--- src/gvtd_pkg.sv ---
package gvtd_pkg;

  // register byte addresses
  localparam logic [11:0] GVTD_ADDR_CTRL   = 12'h000;
  localparam logic [11:0] GVTD_ADDR_STATUS = 12'h004;
  localparam logic [11:0] GVTD_ADDR_COUNT  = 12'h008;
  localparam logic [11:0] GVTD_ADDR_SUCW   = 12'h320;

  // control register fields
  localparam int GVTD_CTRL_CONT_BIT    = 0;
  localparam int GVTD_CTRL_RESTART_BIT = 1;

  // status register fields
  localparam int GVTD_STAT_ACTIVE_BIT = 8;
  localparam int GVTD_STAT_SEQ_LSB    = 16;

  // values after reset or restart, and the crc polynomial
  localparam logic [3:0]  GVTD_CODE_RESET = 4'h4;
  localparam logic [15:0] GVTD_CRC_INIT   = 16'hffff;
  localparam logic [15:0] GVTD_CRC_POLY   = 16'h1021;

  // packet framing, one byte per index
  localparam int          GVTD_PKT_BYTES = 14;
  localparam logic [3:0]  GVTD_IDX_LAST  = 4'hd;
  localparam logic [3:0]  GVTD_IDX_SEQ_HI = 4'h2;
  localparam logic [3:0]  GVTD_IDX_SEQ_LO = 4'h3;
  localparam logic [3:0]  GVTD_IDX_DATA  = 4'hb;

  // expected byte values, index 0 in the low byte
  localparam logic [13:0][7:0] GVTD_EXPECT = {
    8'h00, 8'h00,          // checksum, covered by the crc residue
    8'h00, 8'h00,          // application data, upper bits zero
    8'h00, 8'h01,          // pad, subtype
    8'hc0, 8'h11,          // service type, service version/checksum flag/ack
    8'h07, 8'h00,          // length
    8'h00, 8'hc0,          // sequence flags and sequence count bits
    8'h7c, 8'h1c           // version/type/header flag/process id/category
  };

  // bits that must match the expected value
  localparam logic [13:0][7:0] GVTD_MASK = {
    8'h00, 8'h00,
    8'hf0, 8'hff,
    8'h00, 8'hff,
    8'hff, 8'hff,
    8'hff, 8'hff,
    8'h00, 8'hf8,
    8'hff, 8'hff
  };

  // register bus request
  typedef struct packed {
    logic [11:0] address;
    logic        read;
    logic        write;
    logic [31:0] writedata;
    logic [3:0]  byteenable;
  } gvtd_avs_req_t;

  // command byte stream
  typedef struct packed {
    logic       valid;
    logic       sop;
    logic [7:0] data;
  } gvtd_byte_t;

  // true when a byte breaks the fixed pattern at its index
  function automatic logic gvtd_mismatch(input logic [7:0] b, input logic [3:0] idx);
    gvtd_mismatch = |((b ^ GVTD_EXPECT[idx]) & GVTD_MASK[idx]);
  endfunction

endpackage

--- src/gvtd_crc16.sv ---
`timescale 1ns/1ns
// one byte step of the packet checksum, msb first
module gvtd_crc16 (
  // running value
  input  wire logic [15:0] crc_in,
  // byte to fold in
  input  wire logic [7:0]  byte_in,
  // updated value
  output logic      [15:0] crc_out
);
  import gvtd_pkg::*;

  // bitwise shift register over the eight data bits
  always_comb begin
    logic [15:0] c;
    c = crc_in;
    for (int i = 7; i >= 0; i--) begin
      if (c[15] ^ byte_in[i]) begin
        c = {c[14:0], 1'b0} ^ GVTD_CRC_POLY;
      end else begin
        c = {c[14:0], 1'b0};
      end
    end
    crc_out = c;
  end

endmodule // gvtd_crc16

--- src/gvtd_decoder.sv ---
`timescale 1ns/1ns
// Functional notes
// - header starts version 000, type 1, header flag 1, process 1000111, category 1100
// - length field must be 7; any other value makes the packet malformed
// - secondary header: service version 000, then checksum flag set to one
// - acknowledgement field must be 0001, acceptance only
// - service type must be 192
// - subtype 1 selects this command; a pad byte follows
// - data word holds 0 to 15, then a 16-bit checksum
// - codes 0..15 step the oscillator from 9.36V down to 8.32V
// - a valid command drives its code out at once
// - accepted code lands in bits 0..3 of the control word at 800
// - command also works in continuum mode, with phase lock bypassed
// - code bits 0..3 appear on control bits 16..19; here they read back on status bits 0..3 and control reads only bit 0
// - reset or software restart sets the code to 4
module gvtd_decoder (
  // clock and reset
  input  wire logic                    clk_in,
  input  wire logic                    rst_n_in,
  // register bus
  input  wire gvtd_pkg::gvtd_avs_req_t avs_req_in,
  output logic                         avs_waitrequest_out,
  output logic [31:0]                  avs_readdata_out,
  // command byte stream
  input  wire gvtd_pkg::gvtd_byte_t    tc_byte_in,
  output logic                         tc_accept_out,
  output logic                         tc_reject_out,
  // sensor unit control outputs
  output logic [3:0]                   gunn_code_out,
  output logic                         pll_bypass_out
);
  import gvtd_pkg::*;

  // whole state of the block
  typedef struct packed {
    logic [3:0]  code;
    logic [3:0]  code_pend;
    logic        cont_mode;
    logic        active;
    logic        bad;
    logic [3:0]  idx;
    logic [15:0] crc;
    logic [13:0] seq_pend;
    logic [13:0] seq_last;
    logic [15:0] acc_cnt;
    logic [15:0] rej_cnt;
    logic        accept;
    logic        reject;
    logic        waitreq;
    logic [31:0] rdata;
  } gvtd_state_t;

  gvtd_state_t state_ff;
  gvtd_state_t nxt_state;
  logic [15:0] crc_seed;
  logic [15:0] crc_step;
  logic [13:0] pos_bad;   // one pattern flag per byte position

  // checksum runs from the seed on a start byte
  assign crc_seed = tc_byte_in.sop ? GVTD_CRC_INIT : state_ff.crc;

  gvtd_crc16 u_crc (
    .crc_in  (crc_seed),
    .byte_in (tc_byte_in.data),
    .crc_out (crc_step)
  );

  // fixed pattern check at every byte position, picked later by the packet index
  for (genvar g = 0; g < GVTD_PKT_BYTES; g++) begin : g_pos
    assign pos_bad[g] = gvtd_mismatch(tc_byte_in.data, 4'(g));
  end

  // lane 0 write aimed at one register
  function automatic logic lane0_write(input gvtd_avs_req_t r, input logic [11:0] a);
    lane0_write = r.write && r.byteenable[0] && (r.address == a);
  endfunction

  // register read mux
  function automatic logic [31:0] read_mux(input logic [11:0] a, input gvtd_state_t s);
    logic [31:0] d;
    d = 32'h0000_0000;
    unique case (a)
      GVTD_ADDR_CTRL: begin
        d[GVTD_CTRL_CONT_BIT] = s.cont_mode;
      end
      GVTD_ADDR_STATUS: begin
        d[3:0] = s.code;
        d[GVTD_STAT_ACTIVE_BIT] = s.active;
        d[GVTD_STAT_SEQ_LSB +: 14] = s.seq_last;
      end
      GVTD_ADDR_COUNT: begin
        d = {s.rej_cnt, s.acc_cnt};
      end
      default: begin
        d = 32'h0000_0000; // unmapped and write-only read zero
      end
    endcase
    read_mux = d;
  endfunction

  // next state
  always_comb begin
    logic       bad_now;
    logic [7:0] b;
    bad_now = 1'b0;
    b = tc_byte_in.data;
    nxt_state = state_ff;
    nxt_state.accept = 1'b0;
    nxt_state.reject = 1'b0;
    nxt_state.waitreq = 1'b1;

    // bus: latch read data, drop waitrequest for one cycle
    if ((avs_req_in.read || avs_req_in.write) && state_ff.waitreq) begin
      nxt_state.waitreq = 1'b0;
      if (avs_req_in.read) begin
        nxt_state.rdata = read_mux(avs_req_in.address, state_ff);
      end
    end

    // bus: write takes effect at the edge waitrequest is seen low
    if (!state_ff.waitreq && avs_req_in.write) begin
      if (lane0_write(avs_req_in, GVTD_ADDR_CTRL)) begin
        nxt_state.cont_mode = avs_req_in.writedata[GVTD_CTRL_CONT_BIT];
        if (avs_req_in.writedata[GVTD_CTRL_RESTART_BIT]) begin
          nxt_state.code = GVTD_CODE_RESET;
        end
      end
      if (lane0_write(avs_req_in, GVTD_ADDR_SUCW)) begin
        nxt_state.code = avs_req_in.writedata[3:0];
      end
    end

    // command stream
    if (tc_byte_in.valid) begin
      if (tc_byte_in.sop) begin
        // a start cuts short any unfinished packet
        if (state_ff.active) begin
          nxt_state.reject = 1'b1;
          nxt_state.rej_cnt = state_ff.rej_cnt + 16'h0001;
        end
        nxt_state.active = 1'b1;
        nxt_state.idx = 4'h1;
        nxt_state.bad = pos_bad[0];
        nxt_state.crc = crc_step;
      end else if (state_ff.active) begin
        bad_now = state_ff.bad | pos_bad[state_ff.idx];
        nxt_state.bad = bad_now;
        nxt_state.crc = crc_step;
        nxt_state.idx = state_ff.idx + 4'h1;
        if (state_ff.idx == GVTD_IDX_SEQ_HI) begin
          nxt_state.seq_pend[13:8] = b[5:0];
        end
        if (state_ff.idx == GVTD_IDX_SEQ_LO) begin
          nxt_state.seq_pend[7:0] = b;
        end
        // code held back until the checksum has been seen
        if (state_ff.idx == GVTD_IDX_DATA) begin
          nxt_state.code_pend = b[3:0];
        end
        if (state_ff.idx == GVTD_IDX_LAST) begin
          nxt_state.active = 1'b0;
          // crc over data and checksum leaves a zero residue
          if (!bad_now && crc_step == 16'h0000) begin
            nxt_state.accept = 1'b1;
            nxt_state.seq_last = state_ff.seq_pend;
            nxt_state.acc_cnt = state_ff.acc_cnt + 16'h0001;
          end else begin
            nxt_state.reject = 1'b1;
            nxt_state.rej_cnt = state_ff.rej_cnt + 16'h0001;
          end
        end
      end
    end

    // accepted code goes out at once, in any mode; beats a register write
    if (nxt_state.accept) begin
      nxt_state.code = state_ff.code_pend;
    end
  end

  // state register
  always_ff @(posedge clk_in) begin
    if (!rst_n_in) begin
      state_ff <= '0;
      state_ff.code <= GVTD_CODE_RESET;
      state_ff.crc <= GVTD_CRC_INIT;
      state_ff.waitreq <= 1'b1;
    end else begin
      state_ff <= nxt_state;
    end
  end

  // outputs straight from the state register
  assign avs_waitrequest_out = state_ff.waitreq;
  assign avs_readdata_out    = state_ff.rdata;
  assign tc_accept_out       = state_ff.accept;
  assign tc_reject_out       = state_ff.reject;
  assign gunn_code_out       = state_ff.code;
  assign pll_bypass_out      = state_ff.cont_mode;

endmodule // gvtd_decoder

--- config.mk ---
export PLATFORM = sky130hd
export DESIGN_NAME = gvtd_decoder
export DESIGN_NICKNAME = d
export VERILOG_FILES = /design/src/gvtd_pkg.sv /design/src/gvtd_crc16.sv /design/src/gvtd_decoder.sv
export SDC_FILE = /design/constraint.sdc
export NUM_CORES = 1
export LEC_CHECK = 0
export BUFFER_PORTS_ARGS = -buffer_cell sky130_fd_sc_hd__buf_2
export CORE_AREA = 2 2 110 112
export CTS_CLUSTER_SIZE = 14
export DETAILED_ROUTE_END_ITERATION = 10
export DIE_AREA = 0 0 112 114
export GPL_TIMING_DRIVEN = 0
export PLACE_DENSITY_LB_ADDON = 0.2
export SYNTH_ARGS = -nofsm -noshare
export SYNTH_HDL_FRONTEND = slang
export SYNTH_SLANG_ARGS = --single-unit
--- constraint.sdc ---
create_clock -name clk_in -period 4.1 [get_ports clk_in]
set_clock_uncertainty 0.15 [all_clocks]
set_input_delay 0.41 -clock clk_in [delete_from_list [all_inputs] [get_ports clk_in]]
set_output_delay 0.41 -clock clk_in [all_outputs]
set_load 0.02 [all_outputs]
==> summary.txt, run 1 <==
Outcome
  • Status: finished, violations left
  • Failing checks: max-capacitance violations

Die
  • Die Footprint: 12800 sq um
  • Die Span Y: about 110 um
  • # IOs: between 100 and 150
  • Die width: around 110 um
  • Initial Utilization: a little over half
  • # rows: 40
  • CORE AREA: 11700 sq um

Routing
  • Vias per Instance: approximately 5.8
  • Initial drt markers: 415
  • Final ANT Viol Nets: 0
  • DR WL/cell: approximately 17 um
  • Routed Wire Length: between 15000 and 20000 um
  • Via Count: a little under 6000
  • DRC: 0
  • DRT Pass-1 Iters: 5

Synthesis
  • Synth unique cells: 57
  • Synthesized Nets: about 840
  • Synth top area share: between 40% and 50%
  • Top cell type by total area after synthesis: dfxtp_1
  • Most frequent cells after synthesis: dfxtp_1 (126), nand2_1 (107), a21oi_1 (77), nor2_1 (60), nand3_1 (47)
  • Avg Inst Size Synth: 8.12 sq um
  • YS warnings: 0
  • FF+latch count, synth: 126
  • Most frequent cell after synthesis: dfxtp_1
  • Area contributors post-synth: dfxtp_1 (40%), nand2_1 (6.4%), a21oi_1 (6.2%)
  • Post-Syn Area: 6260 sq um
  • Register area share after synthesis: about 40%
  • Post-Synthesis Cells: around 770
  • Top_reg_cell synth: dfxtp_1
  • Post-synth EDFFs: 0
  • Asr flop ratio synth: 0%

Flow run
  • Max Cap Viol: 1

Layout
  • Area delta synth->final: 17.8%
  • Fill count: around 1000
  • Count of nets after finishing: roughly 900
  • Layout Utilization: between 60% and 70%
  • Layout cells sized above 1: 17.4%
  • Multi-input logic area: 3160 sq um
  • Sequential Area: about 2500 sq um
  • Ant diodes: 0

STA
  • Setup violators final: 0
  • Fin. Hold Viols: 0
  • Maximum clock frequency: about 270 MHz
  • Worst-Margin Slew: around 1.4 ns
  • RSZ-0062 raised after global routing: no
  • Period minus WS final: about 3.7 ns
  • Worst slew margin: under 10%
  • Sum Neg Setup Slack: 0 ns
  • Tcrit/Tclk final: 89.8%
  • Slew Limit Fails: 0

Place
  • Final GP Congestion: approximately 0.9
  • Hpwl dp: around 12000 um
  • Port Buf Inserts: 65

GRT
  • Total congestion overflow: 0
  • Initial antenna violation count: 0
  • Vias in the first global route: about 5600
  • First-pass GRT wire length: between 20000 and 30000 um
  • Largest net degree at the start of global routing: 17
  • All-Layer GR Usage: 27.0%

Clock tree
  • H-tree levels: 4
  • Clock Path Buffers: 2
  • Clk root buf: clkbuf_16
  • Cts bufs inserted: 17
  • Cts hold-fix bufs: 0
  • Post-CTS Resized: 0
  • Post-CTS Setup Repair Bufs: 0
  • Clk pin slew, worst setup/hold paths: 0.06 ns
  • CTS tree: done
  • Latest clock arrival within the worst-skew pair: roughly 0.42 ns
  • Clk sinks: roughly 130

Critical path
  • WP data required: between 4 and 5 ns
  • Arrival @ worst endpoint: ~3.9 ns
  • Crit path kind: register to register
  • Slowest stage delay, CP: between 0.7 and 0.8 ns
  • CP dominant cell by count: clkbuf_1
  • Crit-path slowest cell: nor4_1
  • CP Launch Type: register
  • Cell Chain, Critical Path: clkbuf_1 > inv_1 > o32ai_1 > a311oi_1 > nor4_1 > nand4_1 > clkbuf_1 > or3_1 > a21oi_1
  • Maximum fanout along the worst path: 10
  • Crit. End Element: register

Power and ir drop
  • Pwr dens: 429 nW/um^2
  • Max rail drop VDD: between 0.0003 and 0.0004 V
  • Leakage: approximately 2.8 nW

Worst hold path
  • Worst Hold Class: input port to register
==> metal layers <==
layer  up-vias  share of wire, %  global-route usage, %
li1       2872                 -                      -
met3        31               7.3                   6.48
met1      2790                42                   33.1
met4         0               1.7                   9.43
met5         -                 0                      0
met2       213                49                   46.8
==> cells in the final DEF (no fill, tap or decap), drive strengths merged, types with 3 or more instances in the layout <==
cell and n:
a2111oi 3, a211oi 5, a21oi 77, a221oi 19, a22oi 5, and2 3, and3 11, buf 113
bufinv 3, clkbuf 66, clkinv 5, clkinvlp 4, dfxtp 126, ha 5, inv 13, mux2i 6
nand2 107, nand3 48, nand3b 5, nand4 6, nor2 60, nor3 28, nor4 7, o211ai 15
o21a 3, o21ai 25, o31ai 7, or3 21, or4 12, xnor2 20, xnor3 6, xor2 8
==> metrics by stage <==
step,power (mW),cell area [sq um],instances,hold WS [ns],setup slack (ns)
2_1_floorplan,1.54,6260,771,0.282,0.857
3_3_place_gp,1.63,6770,983,0.276,0.327
3_5_place_dp,1.63,6770,983,0.284,0.288
4_1_cts,3.17,7380,1014,0.0487,0.469
5_1_grt,3.26,7380,1014,0.0931,0.276
6_report,3.16,7380,1014,0.0578,0.420
==> worst max-delay path, delay by kind of cell (launching register included) <==
family	cells	cell delay, ns
and+or+nand+nor	3	1.59
buffers and inverters	3	0.79
AOI/OAI and AO/OA	3	0.70
DFF	1	0.39
==> final timing paths <==
path                       startpoint                  end  slack [ns]  cells after the start
setup reg to reg        state_ff[111]         state_ff[54]        0.42                      9
hold reg to reg   avs_waitrequest_out  avs_waitrequest_out        0.30                      1
setup / recovery        state_ff[111]         state_ff[54]        0.42                      9
hold / removal         avs_req_in[36]  avs_waitrequest_out        0.06                      2
==> cell type report <==
cell class                 instances  share of cell area, %
inverter                          14                  0.712
multi-input combinational        537                   42.9
sequential                       126                   34.2
tap                              147                   2.49
clock buffer                      20                   6.32
timing repair buffer              65                   4.41
clock inverter                    11                   1.90
buffer                            94                   7.10
==> cell families after synthesis <==
kind of cell	Yosys count	share of synthesized area, %
and+or+nand+nor	320	25.2
AOI/OAI and AO/OA	172	17.3
DFF	126	40.3
buffers and inverters	108	9.21
xor gates and xnor gates	34	6.07
muxes	6	0.959
adders and majority gates	5	0.999
==> power by group <==
group | internal, mW | switching [mW]
logic | 0.136 | 0.198
clock network | 0.995 | 0.556
registers | 1.26 | 0.0226
==> sequential cells by signal, summed over array words and instances, names as in the netlist <==
signal / cells
tc_reject_out: 1
avs_waitrequest_out: 1
gunn_code_out: 4
tc_accept_out: 1
avs_readdata_out: 32
state_ff: 86
pll_bypass_out: 1
No activity file was read; power rests on OpenSTA's default activity.
==> run 2, diff against run 1 <==
--- a/config.mk
+++ b/config.mk
@@ -11,6 +11,7 @@
 export DETAILED_ROUTE_END_ITERATION = 10
 export DIE_AREA = 0 0 112 114
 export GPL_TIMING_DRIVEN = 0
+export MAX_ROUTING_LAYER = met4
 export PLACE_DENSITY_LB_ADDON = 0.2
 export SYNTH_ARGS = -nofsm -noshare
 export SYNTH_HDL_FRONTEND = slang
==> summary.txt, run 2 (synthesis gave the netlist of run 1 again) <==
Layout
  • Area delta synth->final: 18.3%
  • Max FFs per register: 86 (unchanged)
  • Fin cells: 1015 (+0.099%)
  • Finished layout cell area: 7410 sq um (+0.37%)
  • Count of nets after finishing: 922 (unchanged)
  • Biggest register: state_ff
  • Most frequent cells in the layout: dfxtp_1 (126), nand2_1 (107), a21oi_1 (77)
  • Layout cells sized above 1: 17.4% (-0.020 points)
  • Ant diodes: 0 (unchanged)
  • Most common cell after layout, fill and taps aside: dfxtp_1

Routing
  • Routed Wire Length: 16700 um (-0.74%)
  • DRC: 0 (unchanged)
  • Vias per Instance: 5.78 (-0.72%)
  • Final ANT Viol Nets: 0 (unchanged)
  • Via Count: 5869 (-0.63%)
  • DRT Pass-1 Iters: 5 (unchanged)
  • DR WL/cell: 16.4 um (-0.84%)
  • Initial drt markers: 382 (-8.0%)

Critical path
  • Crit. End Element: register
  • WP data required: 4.24 ns (-0.06 ns)
  • CP Launch Type: register
  • Arrival @ worst endpoint: 3.86 ns (-0.02 ns)
  • Crit path kind: register to register
  • Maximum fanout along the worst path: 10 (unchanged)

Die
  • Die Span Y: 114 um (unchanged)
  • Die width: 112 um (unchanged)
  • Initial Utilization: 53.5% (unchanged)
  • # IOs: 102 (unchanged)
  • Die Footprint: 12800 sq um (unchanged)
  • # rows: 40 (unchanged)
  • CORE AREA: 11700 sq um (unchanged)

Clock tree
  • Cts hold-fix bufs: 0 (unchanged)
  • Clock Path Buffers: 2 (unchanged)
  • Clk root buf: clkbuf_16
  • Cts bufs inserted: 17 (unchanged)
  • Post-CTS Resized: 0 (unchanged)
  • Post-CTS Setup Repair Bufs: 0 (unchanged)
  • H-tree levels: 4 (unchanged)
  • Clk pin slew, worst setup/hold paths: 0.05 ns (about the same)
  • Clk sinks: 126 (unchanged)
  • CTS tree: done
  • Latest clock arrival within the worst-skew pair: 0.43 ns (about the same)

STA
  • Worst slew margin: 26.4% (+25 points)
  • Maximum clock frequency: 268 MHz (-1.2%)
  • Period minus WS final: 3.73 ns (+0.0455 ns)
  • Fin. Hold Viols: 0 (unchanged)
  • Sum Neg Setup Slack: 0 ns (unchanged)
  • Tcrit/Tclk final: 90.9% (+1.1 points)
  • Fin worst setup slack: 0.374 ns (-0.0455 ns)
  • Setup violators final: 0 (unchanged)
  • Slew Limit Fails: 0 (unchanged)
  • RSZ-0062 raised after global routing: no
  • Worst-Margin Slew: 1.10 ns (-0.342 ns)
  • Worst Hold Slack: 0.0600 ns (+0.00224 ns)

GRT
  • Largest net degree at the start of global routing: 17 (unchanged)
  • Initial antenna violation count: 0 (unchanged)
  • Total congestion overflow: 0 (unchanged)
  • First-pass GRT wire length: 27200 um (-1.0%)
  • All-Layer GR Usage: 27.8% (+0.82 points)
  • Vias in the first global route: 5450 (-2.7%)

Power and ir drop
  • Max rail drop VDD: 0.000356 V (+13%)
  • Leakage: 2.86 nW (+0.53%)
  • Pwr dens: 435 nW/um^2 (+1.4%)

Flow run
  • Max Cap Viol: 0 (-1)

Place
  • DP Area: 6770 sq um (unchanged)
  • Placed Cells: 983 (unchanged)
  • Final GP Congestion: 0.932 (+1.9%)
  • Hpwl dp: 12300 um (+1.2%)
  • Port Buf Inserts: 65 (unchanged)
  • Setup Slack @ Placement: 0.251 ns (-0.0368 ns)

Outcome
  • Status: completed

Worst hold path
  • Worst Hold Class: input port to register
[run 2: cell types whose count changed in the layout (fill, tap and decap cells not counted), sizes merged]
cell and delta:
clkinvlp -1, bufinv +1, clkbuf +1
[run 2: final timing paths]
path                            slack, ns                 from  depth (start not counted)             endpoint
worst max register to register       0.37        state_ff[111]                         11         state_ff[65]
worst min register to register       0.29  avs_waitrequest_out                          1  avs_waitrequest_out
worst max-delay path                 0.37        state_ff[111]                         11         state_ff[65]
worst min-delay path                 0.06       avs_req_in[36]                          2  avs_waitrequest_out
[run 2: routing by layer]
layer  vias up  track usage, %  wire, um
met5         -               -         0
li1       2879               -         -
met4         0            11.7       480
met2       202            44.8      7940
met1      2751            33.6      7260
met3        37            6.85      1020
[run 2: worst max-delay path, stage by stage (launching register included)]
cell and delay, ns:
dfxtp_1 0.37, clkbuf_1 0.33, inv_1 0.11, o32ai_1 0.41
a311oi_1 0.19, or4_4 0.58, nor4_4 0.47, nand3_2 0.26
buf_6 0.22, clkbuf_1 0.23, o21ai_1 0.18, a21oi_1 0.08
[run 2: where the power goes]
group	leakage (nW)	switching (mW)	total (mW)	internal (mW)
Combinational	1.53	0.198	0.334	0.136
Sequential	1.02	0.0218	1.28	1.26
Clock	0.305	0.549	1.61	1.06
[run 2: layout make-up]
type                    count  area, sq um
clock inverters            11          163
inverters                  14         52.6
plain buffers              94          524
clock buffers              21          470
multi-input cells         537         3170
fillers                  1046         4300
flip-flops and latches    126         2520
well taps                 147          184
repair buffers             65          325
[run 2: metrics by stage]
step	util [%]	power [mW]
3_3_place_gp	57.8	1.63
4_1_cts	63.2	3.23
5_1_grt	63.2	3.33
3_5_place_dp	57.8	1.64
6_report	63.2	3.22
2_1_floorplan	-	1.54
